<file path="config.mk">
export PLATFORM = sky130hd
export DESIGN_NAME = lbrc_top
export DESIGN_NICKNAME = d
export VERILOG_FILES = /design/src/lbrc_pkg.sv /design/src/lbrc_rate_gen.sv /design/src/lbrc_top.sv
export SDC_FILE = /design/constraint.sdc
export NUM_CORES = 1
export LEC_CHECK = 0
export ABC_AREA = 1
export CAP_MARGIN = 10
export CORE_ASPECT_RATIO = 0.8
export CORE_MARGIN = 5
export CORE_UTILIZATION = 50
export DETAILED_ROUTE_END_ITERATION = 6
export DONT_BUFFER_PORTS = 1
export PLACE_DENSITY = 0.68
export SLEW_MARGIN = 20
export SYNTH_ARGS = -nofsm -noshare
export SYNTH_HDL_FRONTEND = slang
export SYNTH_HIERARCHICAL = 1
export SYNTH_SLANG_ARGS = --single-unit
</file>
<file path="constraint.sdc">
create_clock -name clk_sys_i -period 3.1 [get_ports clk_sys_i]
set_input_delay 0.62 -clock clk_sys_i [delete_from_list [all_inputs] [get_ports clk_sys_i]]
set_output_delay 0.62 -clock clk_sys_i [all_outputs]
set_load 0.05 [all_outputs]
</file>
<file path="src/lbrc_pkg.sv">
// Package: constants, types and register map of the LIN bit-rate configuration block
//----------------------------------------------------------------------
//----------------------------------------------------------------------
package lbrc_pkg;
    // Direct register select
    localparam logic [1:0] SEL_CONFIG = 2'h0;
    localparam logic [1:0] SEL_INDEX  = 2'h1;
    localparam logic [1:0] SEL_DATA   = 2'h2;
    // Indirect indices
    localparam logic [7:0] IDX_CONTROL    = 8'h08;
    localparam logic [7:0] IDX_FRAME_SIZE = 8'h0B;
    localparam logic [7:0] IDX_DIV_LOW    = 8'h0C;
    localparam logic [7:0] IDX_MULTIPLIER = 8'h0D;
    // Field positions
    localparam int CFG_ACTIVE_BIT   = 7;
    localparam int CFG_MASTER_BIT   = 6;
    localparam int SIZE_ENHANCED_BIT = 7;
    localparam logic [7:0] CTRL_CLEAR_CODE = 8'h0C;
    localparam logic [8:0] DIV_MIN = 9'h0C8;
    // Reset values
    localparam logic [7:0] RST_BYTE = 8'h00;
    localparam logic [1:0] CYC_PER_CLK = 2'h1;

    typedef struct packed {
        logic [1:0] baud_prescale_field;
        logic [4:0] baud_multiplier_field;
        logic       divider_top_bit;
    } lbrc_mul_s;

    typedef struct packed {
        logic [1:0] prescale;
        logic [4:0] multiplier;
        logic [8:0] divider;
        logic       master;
    } lbrc_rate_s;
endpackage : lbrc_pkg

</file>
<file path="src/lbrc_rate_gen.sv">
// Bit-rate tick generator: prescaler, multiplier and divider chain
`timescale 1ns/100ps
module lbrc_rate_gen (
    // Clock and reset
    input  wire logic              clk_sys_i,
    input  wire logic              rst_n_i,
    // Settings
    input  wire logic              enable_i,
    input  wire lbrc_pkg::lbrc_rate_s cfg_i,
    // Tick
    output logic                   tick_o
);
    logic [3:0] pre_cnt_reg;
    logic [4:0] mul_cnt_reg;
    logic [8:0] div_cnt_reg;
    logic [3:0] pre_last;
    logic [4:0] mul_last;
    logic       pre_wrap;
    logic       mul_wrap;
    logic       div_wrap;

    // Prescale 2^(p+1) and multiplier terminal counts
    always_comb begin
        pre_last = 4'((5'h02 << cfg_i.prescale) - 5'h01);
        mul_last = cfg_i.master ? cfg_i.multiplier : 5'h00;
        pre_wrap = (pre_cnt_reg == pre_last);
        mul_wrap = pre_wrap && (mul_cnt_reg == mul_last);
        div_wrap = mul_wrap && (div_cnt_reg >= cfg_i.divider - 9'h001);
    end

    // Cascaded counters, held clear while inactive
    always_ff @(posedge clk_sys_i or negedge rst_n_i) begin
        if (!rst_n_i) begin
            pre_cnt_reg <= 4'h0;
            mul_cnt_reg <= 5'h00;
            div_cnt_reg <= 9'h000;
            tick_o      <= 1'b0;
        end else if (!enable_i) begin
            pre_cnt_reg <= 4'h0;
            mul_cnt_reg <= 5'h00;
            div_cnt_reg <= 9'h000;
            tick_o      <= 1'b0;
        end else begin
            pre_cnt_reg <= pre_wrap ? 4'h0 : pre_cnt_reg + 4'h1;
            if (pre_wrap)
                mul_cnt_reg <= mul_wrap ? 5'h00 : mul_cnt_reg + 5'h01;
            if (mul_wrap)
                div_cnt_reg <= div_wrap ? 9'h000 : div_cnt_reg + 9'h001;
            tick_o <= div_wrap;
        end
    end

    // Tick spacing in master mode with the smallest legal chain; counters restart at each wrap
    a_tick_spacing: assert property (@(posedge clk_sys_i) disable iff (!rst_n_i)
        (tick_o && enable_i && cfg_i.master && cfg_i.prescale == 2'h0 && cfg_i.multiplier == 5'h00
         && cfg_i.divider == lbrc_pkg::DIV_MIN && $stable(cfg_i))
        |=> !tick_o [*8]) else $error("tick too early");
endmodule : lbrc_rate_gen

</file>
<file path="src/lbrc_top.sv">
// Top: indirect register file and bit-rate configuration of the LIN controller
`timescale 1ns/100ps
module lbrc_top (
    // Clock and reset
    input  wire logic        clk_sys_i,
    input  wire logic        rst_n_i,
    // Register port from the CPU
    input  wire logic        reg_wr_i,
    input  wire logic        reg_rd_i,
    input  wire logic [1:0]  reg_sel_i,
    input  wire logic [7:0]  reg_wdata_i,
    output logic      [7:0]  reg_rdata_o,
    // Settings to the rest of the controller
    output logic             link_active_o,
    output logic             master_mode_o,
    output logic             enhanced_csum_o,
    output logic             clear_pulse_o,
    output logic      [8:0]  divider_o,
    output logic             bit_tick_o
);
    //------------------------------------------------------------------
    // Register state
    //------------------------------------------------------------------
    logic [7:0]          link_config_reg;
    logic [7:0]          indirect_index_reg;
    lbrc_pkg::lbrc_mul_s baud_multiplier_prescale_reg;
    logic [7:0]          divider_low_reg;
    logic [7:0]          frame_size_reg;
    logic [7:0]          link_control_reg;
    logic                data_wr;
    lbrc_pkg::lbrc_rate_s rate_cfg;
    logic                rate_tick;

    // Data writes target the indexed location
    assign data_wr = reg_wr_i && (reg_sel_i == lbrc_pkg::SEL_DATA);

    // Indexed location read decode
    function automatic logic [7:0] read_indexed(input logic [7:0] idx, input logic [7:0] mul,
                                                input logic [7:0] dl, input logic [7:0] fs,
                                                input logic [7:0] ct);
        case (idx)
            lbrc_pkg::IDX_MULTIPLIER: read_indexed = mul;
            lbrc_pkg::IDX_DIV_LOW:    read_indexed = dl;
            lbrc_pkg::IDX_FRAME_SIZE: read_indexed = fs;
            lbrc_pkg::IDX_CONTROL:    read_indexed = ct;
            default:                  read_indexed = 8'h00;
        endcase
    endfunction : read_indexed

    //------------------------------------------------------------------
    // Direct registers
    //------------------------------------------------------------------
    // Config and index are written directly
    always_ff @(posedge clk_sys_i or negedge rst_n_i) begin
        if (!rst_n_i) begin
            link_config_reg    <= lbrc_pkg::RST_BYTE;
            indirect_index_reg <= lbrc_pkg::RST_BYTE;
        end else if (reg_wr_i) begin
            if (reg_sel_i == lbrc_pkg::SEL_CONFIG)
                link_config_reg <= reg_wdata_i;
            if (reg_sel_i == lbrc_pkg::SEL_INDEX)
                indirect_index_reg <= reg_wdata_i;
        end
    end

    //------------------------------------------------------------------
    // Indirect registers
    //------------------------------------------------------------------
    // Multiplier and divider fields
    always_ff @(posedge clk_sys_i or negedge rst_n_i) begin
        if (!rst_n_i) begin
            baud_multiplier_prescale_reg <= lbrc_pkg::RST_BYTE;
            divider_low_reg              <= lbrc_pkg::RST_BYTE;
        end else if (data_wr) begin
            if (indirect_index_reg == lbrc_pkg::IDX_MULTIPLIER)
                baud_multiplier_prescale_reg <= reg_wdata_i;
            if (indirect_index_reg == lbrc_pkg::IDX_DIV_LOW)
                divider_low_reg <= reg_wdata_i;
        end
    end

    // Frame size keeps all bits; bit 7 picks the checksum
    always_ff @(posedge clk_sys_i or negedge rst_n_i) begin
        if (!rst_n_i)
            frame_size_reg <= lbrc_pkg::RST_BYTE;
        else if (data_wr && indirect_index_reg == lbrc_pkg::IDX_FRAME_SIZE)
            frame_size_reg <= reg_wdata_i;
    end

    // Control is command-like; only the clear code acts here
    always_ff @(posedge clk_sys_i or negedge rst_n_i) begin
        if (!rst_n_i) begin
            link_control_reg <= lbrc_pkg::RST_BYTE;
            clear_pulse_o    <= 1'b0;
        end else begin
            clear_pulse_o <= data_wr && indirect_index_reg == lbrc_pkg::IDX_CONTROL
                             && reg_wdata_i == lbrc_pkg::CTRL_CLEAR_CODE;
            if (data_wr && indirect_index_reg == lbrc_pkg::IDX_CONTROL)
                link_control_reg <= reg_wdata_i & ~lbrc_pkg::CTRL_CLEAR_CODE; // Clear bits self-reset
        end
    end

    //------------------------------------------------------------------
    // Read path and outputs
    //------------------------------------------------------------------
    // Registered read data, one cycle after the read strobe
    always_ff @(posedge clk_sys_i or negedge rst_n_i) begin
        if (!rst_n_i)
            reg_rdata_o <= 8'h00;
        else if (reg_rd_i) begin
            case (reg_sel_i)
                lbrc_pkg::SEL_CONFIG: reg_rdata_o <= link_config_reg;
                lbrc_pkg::SEL_INDEX:  reg_rdata_o <= indirect_index_reg;
                lbrc_pkg::SEL_DATA:   reg_rdata_o <= read_indexed(indirect_index_reg,
                                          baud_multiplier_prescale_reg, divider_low_reg,
                                          frame_size_reg, link_control_reg);
                default:              reg_rdata_o <= 8'h00;
            endcase
        end
    end

    // Assembled rate settings; divider range 200..511 is software's duty
    always_comb begin
        rate_cfg.prescale   = baud_multiplier_prescale_reg.baud_prescale_field;
        rate_cfg.multiplier = baud_multiplier_prescale_reg.baud_multiplier_field;
        rate_cfg.divider    = {baud_multiplier_prescale_reg.divider_top_bit, divider_low_reg};
        rate_cfg.master     = link_config_reg[lbrc_pkg::CFG_MASTER_BIT];
    end

    // Registered settings outputs
    always_ff @(posedge clk_sys_i or negedge rst_n_i) begin
        if (!rst_n_i) begin
            link_active_o   <= 1'b0;
            master_mode_o   <= 1'b0;
            enhanced_csum_o <= 1'b0;
            divider_o       <= 9'h000;
            bit_tick_o      <= 1'b0;
        end else begin
            link_active_o   <= link_config_reg[lbrc_pkg::CFG_ACTIVE_BIT];
            master_mode_o   <= link_config_reg[lbrc_pkg::CFG_MASTER_BIT];
            enhanced_csum_o <= frame_size_reg[lbrc_pkg::SIZE_ENHANCED_BIT];
            divider_o       <= rate_cfg.divider;
            bit_tick_o      <= rate_tick;
        end
    end

    // Rate chain runs only while active; low divisors are software's concern
    lbrc_rate_gen u_rate_gen (
        .clk_sys_i (clk_sys_i),
        .rst_n_i   (rst_n_i),
        .enable_i  (link_config_reg[lbrc_pkg::CFG_ACTIVE_BIT]),
        .cfg_i     (rate_cfg),
        .tick_o    (rate_tick)
    );

    //------------------------------------------------------------------
    // Checks
    //------------------------------------------------------------------
    a_active_follows: assert property (@(posedge clk_sys_i) disable iff (!rst_n_i)
        reg_wr_i && reg_sel_i == lbrc_pkg::SEL_CONFIG
        |=> ##1 link_active_o == $past(reg_wdata_i[lbrc_pkg::CFG_ACTIVE_BIT], 2))
        else $error("active bit wrong");
    a_master_follows: assert property (@(posedge clk_sys_i) disable iff (!rst_n_i)
        reg_wr_i && reg_sel_i == lbrc_pkg::SEL_CONFIG
        |=> ##1 master_mode_o == $past(reg_wdata_i[lbrc_pkg::CFG_MASTER_BIT], 2))
        else $error("master bit wrong");
    a_clear_pulse: assert property (@(posedge clk_sys_i) disable iff (!rst_n_i)
        data_wr && indirect_index_reg == lbrc_pkg::IDX_CONTROL && reg_wdata_i == lbrc_pkg::CTRL_CLEAR_CODE
        |=> clear_pulse_o) else $error("clear missed");
    a_clear_only_cmd: assert property (@(posedge clk_sys_i) disable iff (!rst_n_i)
        clear_pulse_o |-> $past(data_wr && indirect_index_reg == lbrc_pkg::IDX_CONTROL))
        else $error("spurious clear");
    a_mul_fields: assert property (@(posedge clk_sys_i) disable iff (!rst_n_i)
        data_wr && indirect_index_reg == lbrc_pkg::IDX_MULTIPLIER |=> rate_cfg.prescale == $past(reg_wdata_i[7:6])
        && rate_cfg.multiplier == $past(reg_wdata_i[5:1])) else $error("mul fields");
    a_div_assembly: assert property (@(posedge clk_sys_i) disable iff (!rst_n_i)
        data_wr && indirect_index_reg == lbrc_pkg::IDX_DIV_LOW
        |=> ##1 divider_o[7:0] == $past(reg_wdata_i, 2)) else $error("divider low");
    a_div_top: assert property (@(posedge clk_sys_i) disable iff (!rst_n_i)
        data_wr && indirect_index_reg == lbrc_pkg::IDX_MULTIPLIER
        |=> ##1 divider_o[8] == $past(reg_wdata_i[0], 2)) else $error("divider top");
    a_enh_csum: assert property (@(posedge clk_sys_i) disable iff (!rst_n_i)
        data_wr && indirect_index_reg == lbrc_pkg::IDX_FRAME_SIZE
        |=> ##1 enhanced_csum_o == $past(reg_wdata_i[lbrc_pkg::SIZE_ENHANCED_BIT], 2))
        else $error("checksum bit");
    a_read_mul: assert property (@(posedge clk_sys_i) disable iff (!rst_n_i)
        reg_rd_i && reg_sel_i == lbrc_pkg::SEL_DATA && indirect_index_reg == lbrc_pkg::IDX_MULTIPLIER && !reg_wr_i
        |=> reg_rdata_o == $past(baud_multiplier_prescale_reg)) else $error("indirect read");
    a_inactive_quiet: assert property (@(posedge clk_sys_i) disable iff (!rst_n_i)
        !link_config_reg[lbrc_pkg::CFG_ACTIVE_BIT] [*3] |-> !bit_tick_o) else $error("tick while inactive");
endmodule : lbrc_top

</file>
==> results.yml <==
floorplanning:
  top_level_ports: 36
  placeable_core_region_mm2: 0.00896
  die-area_mm2: 0.0111
  die_y_um: 95.4
  die_w_um: 117
  floorplan.initialDensity_pct: 50.9
  row_cnt: 31
global_routing:
  grt_util_all_layers_pct: 20.2
  grt_pass1_vias: 3367
  initial_antenna_violation_count: 0
  grt_start_max_net_pins: 88
  first_pass_grt_wire_length_um: 17000
  grt-ovfl-total: 0
setup_path:
  worst-path-buf-inv: 2
  critical-path-top-delay-family: "simple AND/OR/NAND/NOR gates"
  crit_required_ns: 3.38
  worst-path-max-fanout: 9
  timing.critical_path.to_type: "register"
  critical_path.cell_chain: "inv_1, ha_1, nor3b_1, nand3_1, nor3_1, xnor2_1, ha_1, nand2_1, inv_1, a21oi_1, nand3_1, nor2_4, nand4_1, nand2_1"
  worst_path_max_delay_cell: "dfrtp_1"
  setup.worst_path.start_class: "register"
  critical_path_class: "register to register"
  worst-endpoint-arrival_ns: 3.09
  slowest_delay_ns: 0.42
synth:
  synth.yosys.seq_area_share_pct: 47.8
  synth_top_cells_by_area: "dfrtp_1 48%, nand2_1 14%, nand3_1 5.4%"
  synth.cell_area_mm2: 0.00456
  synth_flop_cell: "dfrtp_1"
  synth_top_family_by_area: "simple AND/OR/NAND/NOR gates"
  synthMuxAreaShare_pct: 0
  synth_enable_flop_cells: 0
  synth.yosys.warnings: 6
  postSynthRegisterBits: 87
  syn-instance-count: 541
  postSynthAreaPerCell_um2: 8.43
  synthDominantCellAreaShare_pct: 47.8
  synth_simple_gate_area_share_pct: 28.5
  syn_nets: 568
  synth_compound_area_share_pct: 9.09
  synth-xor-area-share_pct: 3.24
  synth_area_leader_cell: "dfrtp_1"
  synth.lib_cells_used.distinct: 31
  post_synth_fa_ha_maj_area_fraction_pct: 3.57
  ys_async_sr_fraction_pct: 100
clock_tree:
  cts_root_buffer: "clkbuf_16"
  tritoncts: "done"
  clk_pin_slew_worst_paths_ns: 0.06
  cts_buffers: 9
  cts.repair_timing.setup_buffer_count: 0
  clkLatencyLatePin_ns: 0.34
  htree_num_levels: 3
  cts_num_sinks: 87
  clockBufferDepth: 2
timing:
  final.setup.tns_ns: 0
  slew-limit-headroom_pct: 66.3
  clock-skew-final_ns: 0.00872
  worst_hold_slack_ns: 0.184
  layout_min_cycle_time_ns: 2.81
  final_hold_fails: 0
  setup_viol: 0
  timing.final.max_slew_violations: 0
  max_slew.worst_pin.slew_ns: 0.505
  setup_repair_after_global_routing_missed_its_margin: "false"
  achievable-frequency_ghz: 0.356
  final_min_period_over_clock_period_pct: 90.6
hold_path:
  min_path_type: "input pin to async pin"
cells_and_area:
  fraction_of_layout_cells_with_a_size_suffix_above_1_pct: 10.3
  layout.nets: 567
  diodes_inserted: 0
  syn2layout_area_growth_pct: 7.44
place:
  place_congestion: 0.880
  port_buffers: 0
  detailedPlacementHpwl_um: 7240
routing:
  vias: 3514
  drc_errors: 0
  route.antenna.remaining_nets: 0
  avgRoutedWirePerCell_um: 15.4
  detailedRoute.firstPassIterationCount: 5
  detail_route.wirelength_um: 10200
  detail_route.iter0.violations: 291
  viasPerCell: 5.33
job:
  drv_cap: 0
power:
  power-per-cell-area_mw_per_mm2: 581
  ir_worst_vdd_mv: 0.329
  leakagePower_uw: 0.00253
outcome:
  run_status: "finished clean"
## final timing paths
path                                         start                   endpoint  slack (ns)  cells after the start
worst min-delay path                       rst_n_i          u_rate_gen/tick_o        0.18                      1
min in group clk_sys_i              reg_wdata_i[4]              clear_pulse_o        0.33                      1
max in group asynchronous                  rst_n_i             reg_rdata_o[6]        2.57                      1
worst max-delay path            divider_low_reg[0]  u_rate_gen/div_cnt_reg[7]        0.29                     14
worst max register to register  divider_low_reg[0]  u_rate_gen/div_cnt_reg[7]        0.29                     14
worst min register to register   u_rate_gen/tick_o                 bit_tick_o        0.35                      0
## kinds of logic (layout without fill, tap and decap cells)
family          Yosys count  count (layout)
buf+inv                  74              77
simple gates            280             280
xor+xnor                 16              16
fa+ha+maj                13              13
flops                    87              87
compound gates           71              71
## layer usage
| layer | track usage (%) | share of wire (%) |
|---|---|---|
| met1 | 29.2 | 48 |
| met2 | 28.5 | 43 |
| met3 | 8.19 | 8.4 |
| met4 | 4.68 | 0.80 |
| met5 | 0 | 0 |
## Yosys cell counts (2+ instances only)
cell type	count
nand2_1	169
dfrtp_1	87
inv_1	56
nand3_1	49
o21ai_0	27
nor2_1	25
o21ai_1	23
o21ai_2	15
ha_1	13
nand4_1	13
xor2_1	11
buf_6	10
nor2_2	8
a21oi_1	5
nand3_4	4
xnor2_1	4
inv_2	3
nand2_2	3
buf_2	2
clkbuf_1	2
nor3_1	2
## power breakdown
part,internal [µW],switching [µW],total [µW],leakage [µW]
clock,604,421,1030,0.000134
combinational,139,284,423,0.00122
sequential,1230,170,1400,0.00118
total,1970,875,2850,0.00253
## worst register-to-register path, stage by stage (launching register included)
cell     delay, ns
dfrtp_1       0.42
inv_1         0.13
ha_1          0.19
nor3b_1       0.29
nand3_1       0.17
nor3_1        0.24
xnor2_1       0.16
ha_1          0.27
nand2_1       0.10
inv_1         0.05
a21oi_1       0.14
nand3_1       0.16
nor2_4        0.24
nand4_1       0.12
nand2_1       0.09
## placed cells by master, fill, tap and decap left out
cell,instances
and2_4,1
dfrtp_1,87
nand3_2,1
buf_4,1
nor2_1,25
nor3b_1,1
o21ai_0,27
xor2_1,11
nand2_2,3
clkbuf_8,3
xor2_2,1
clkbuf_16,9
a21oi_1,5
nor3_1,2
clkinvlp_4,2
clkbuf_1,1
nor2_8,1
nand2_1,169
nor2_4,2
nand4_1,13
o21ai_2,15
inv_1,56
nor4_4,1
nor2_2,7
inv_2,3
xnor2_1,4
clkinv_1,1
o21bai_1,1
buf_16,1
ha_1,13
nand3_1,49
nand3_4,4
o21ai_1,23
nor3b_4,1
## layout make-up
type / instances / area, µm²
Multi-Input combinational cell: 380 / 2030
Fill cell: 823 / 4060
Clock inverter: 2 / 15.0
Timing Repair Buffer: 2 / 35.0
Tap cell: 115 / 144
Inverter: 60 / 225
Clock buffer: 13 / 270
Sequential cell: 87 / 2180
## metrics by stage
step                power (µW)  instance area [µm²]  utilization [%]  setup slack [ns]  cells
floorplan                 1750                 4560                -             0.634    541
global placement          1800                 4580             51.1             0.415    643
detailed placement        1820                 4580             51.1             0.213    643
CTS                       2870                 4890             54.6             0.213    659
global route              3000                 4900             54.7           0.00901    659
finish                    2850                 4900             54.7             0.290    659
## repair_timing
| item | in CTS | in global routing |
|---|---|---|
| hold endpoints to repair | 87 | 0 |
| resized for setup | 0 | 1 |
| endpoints found under the setup margin | 0 | 9 |
| hold buffers | 1 | 0 |
Note: power is estimated with default switching activity, not from simulation.
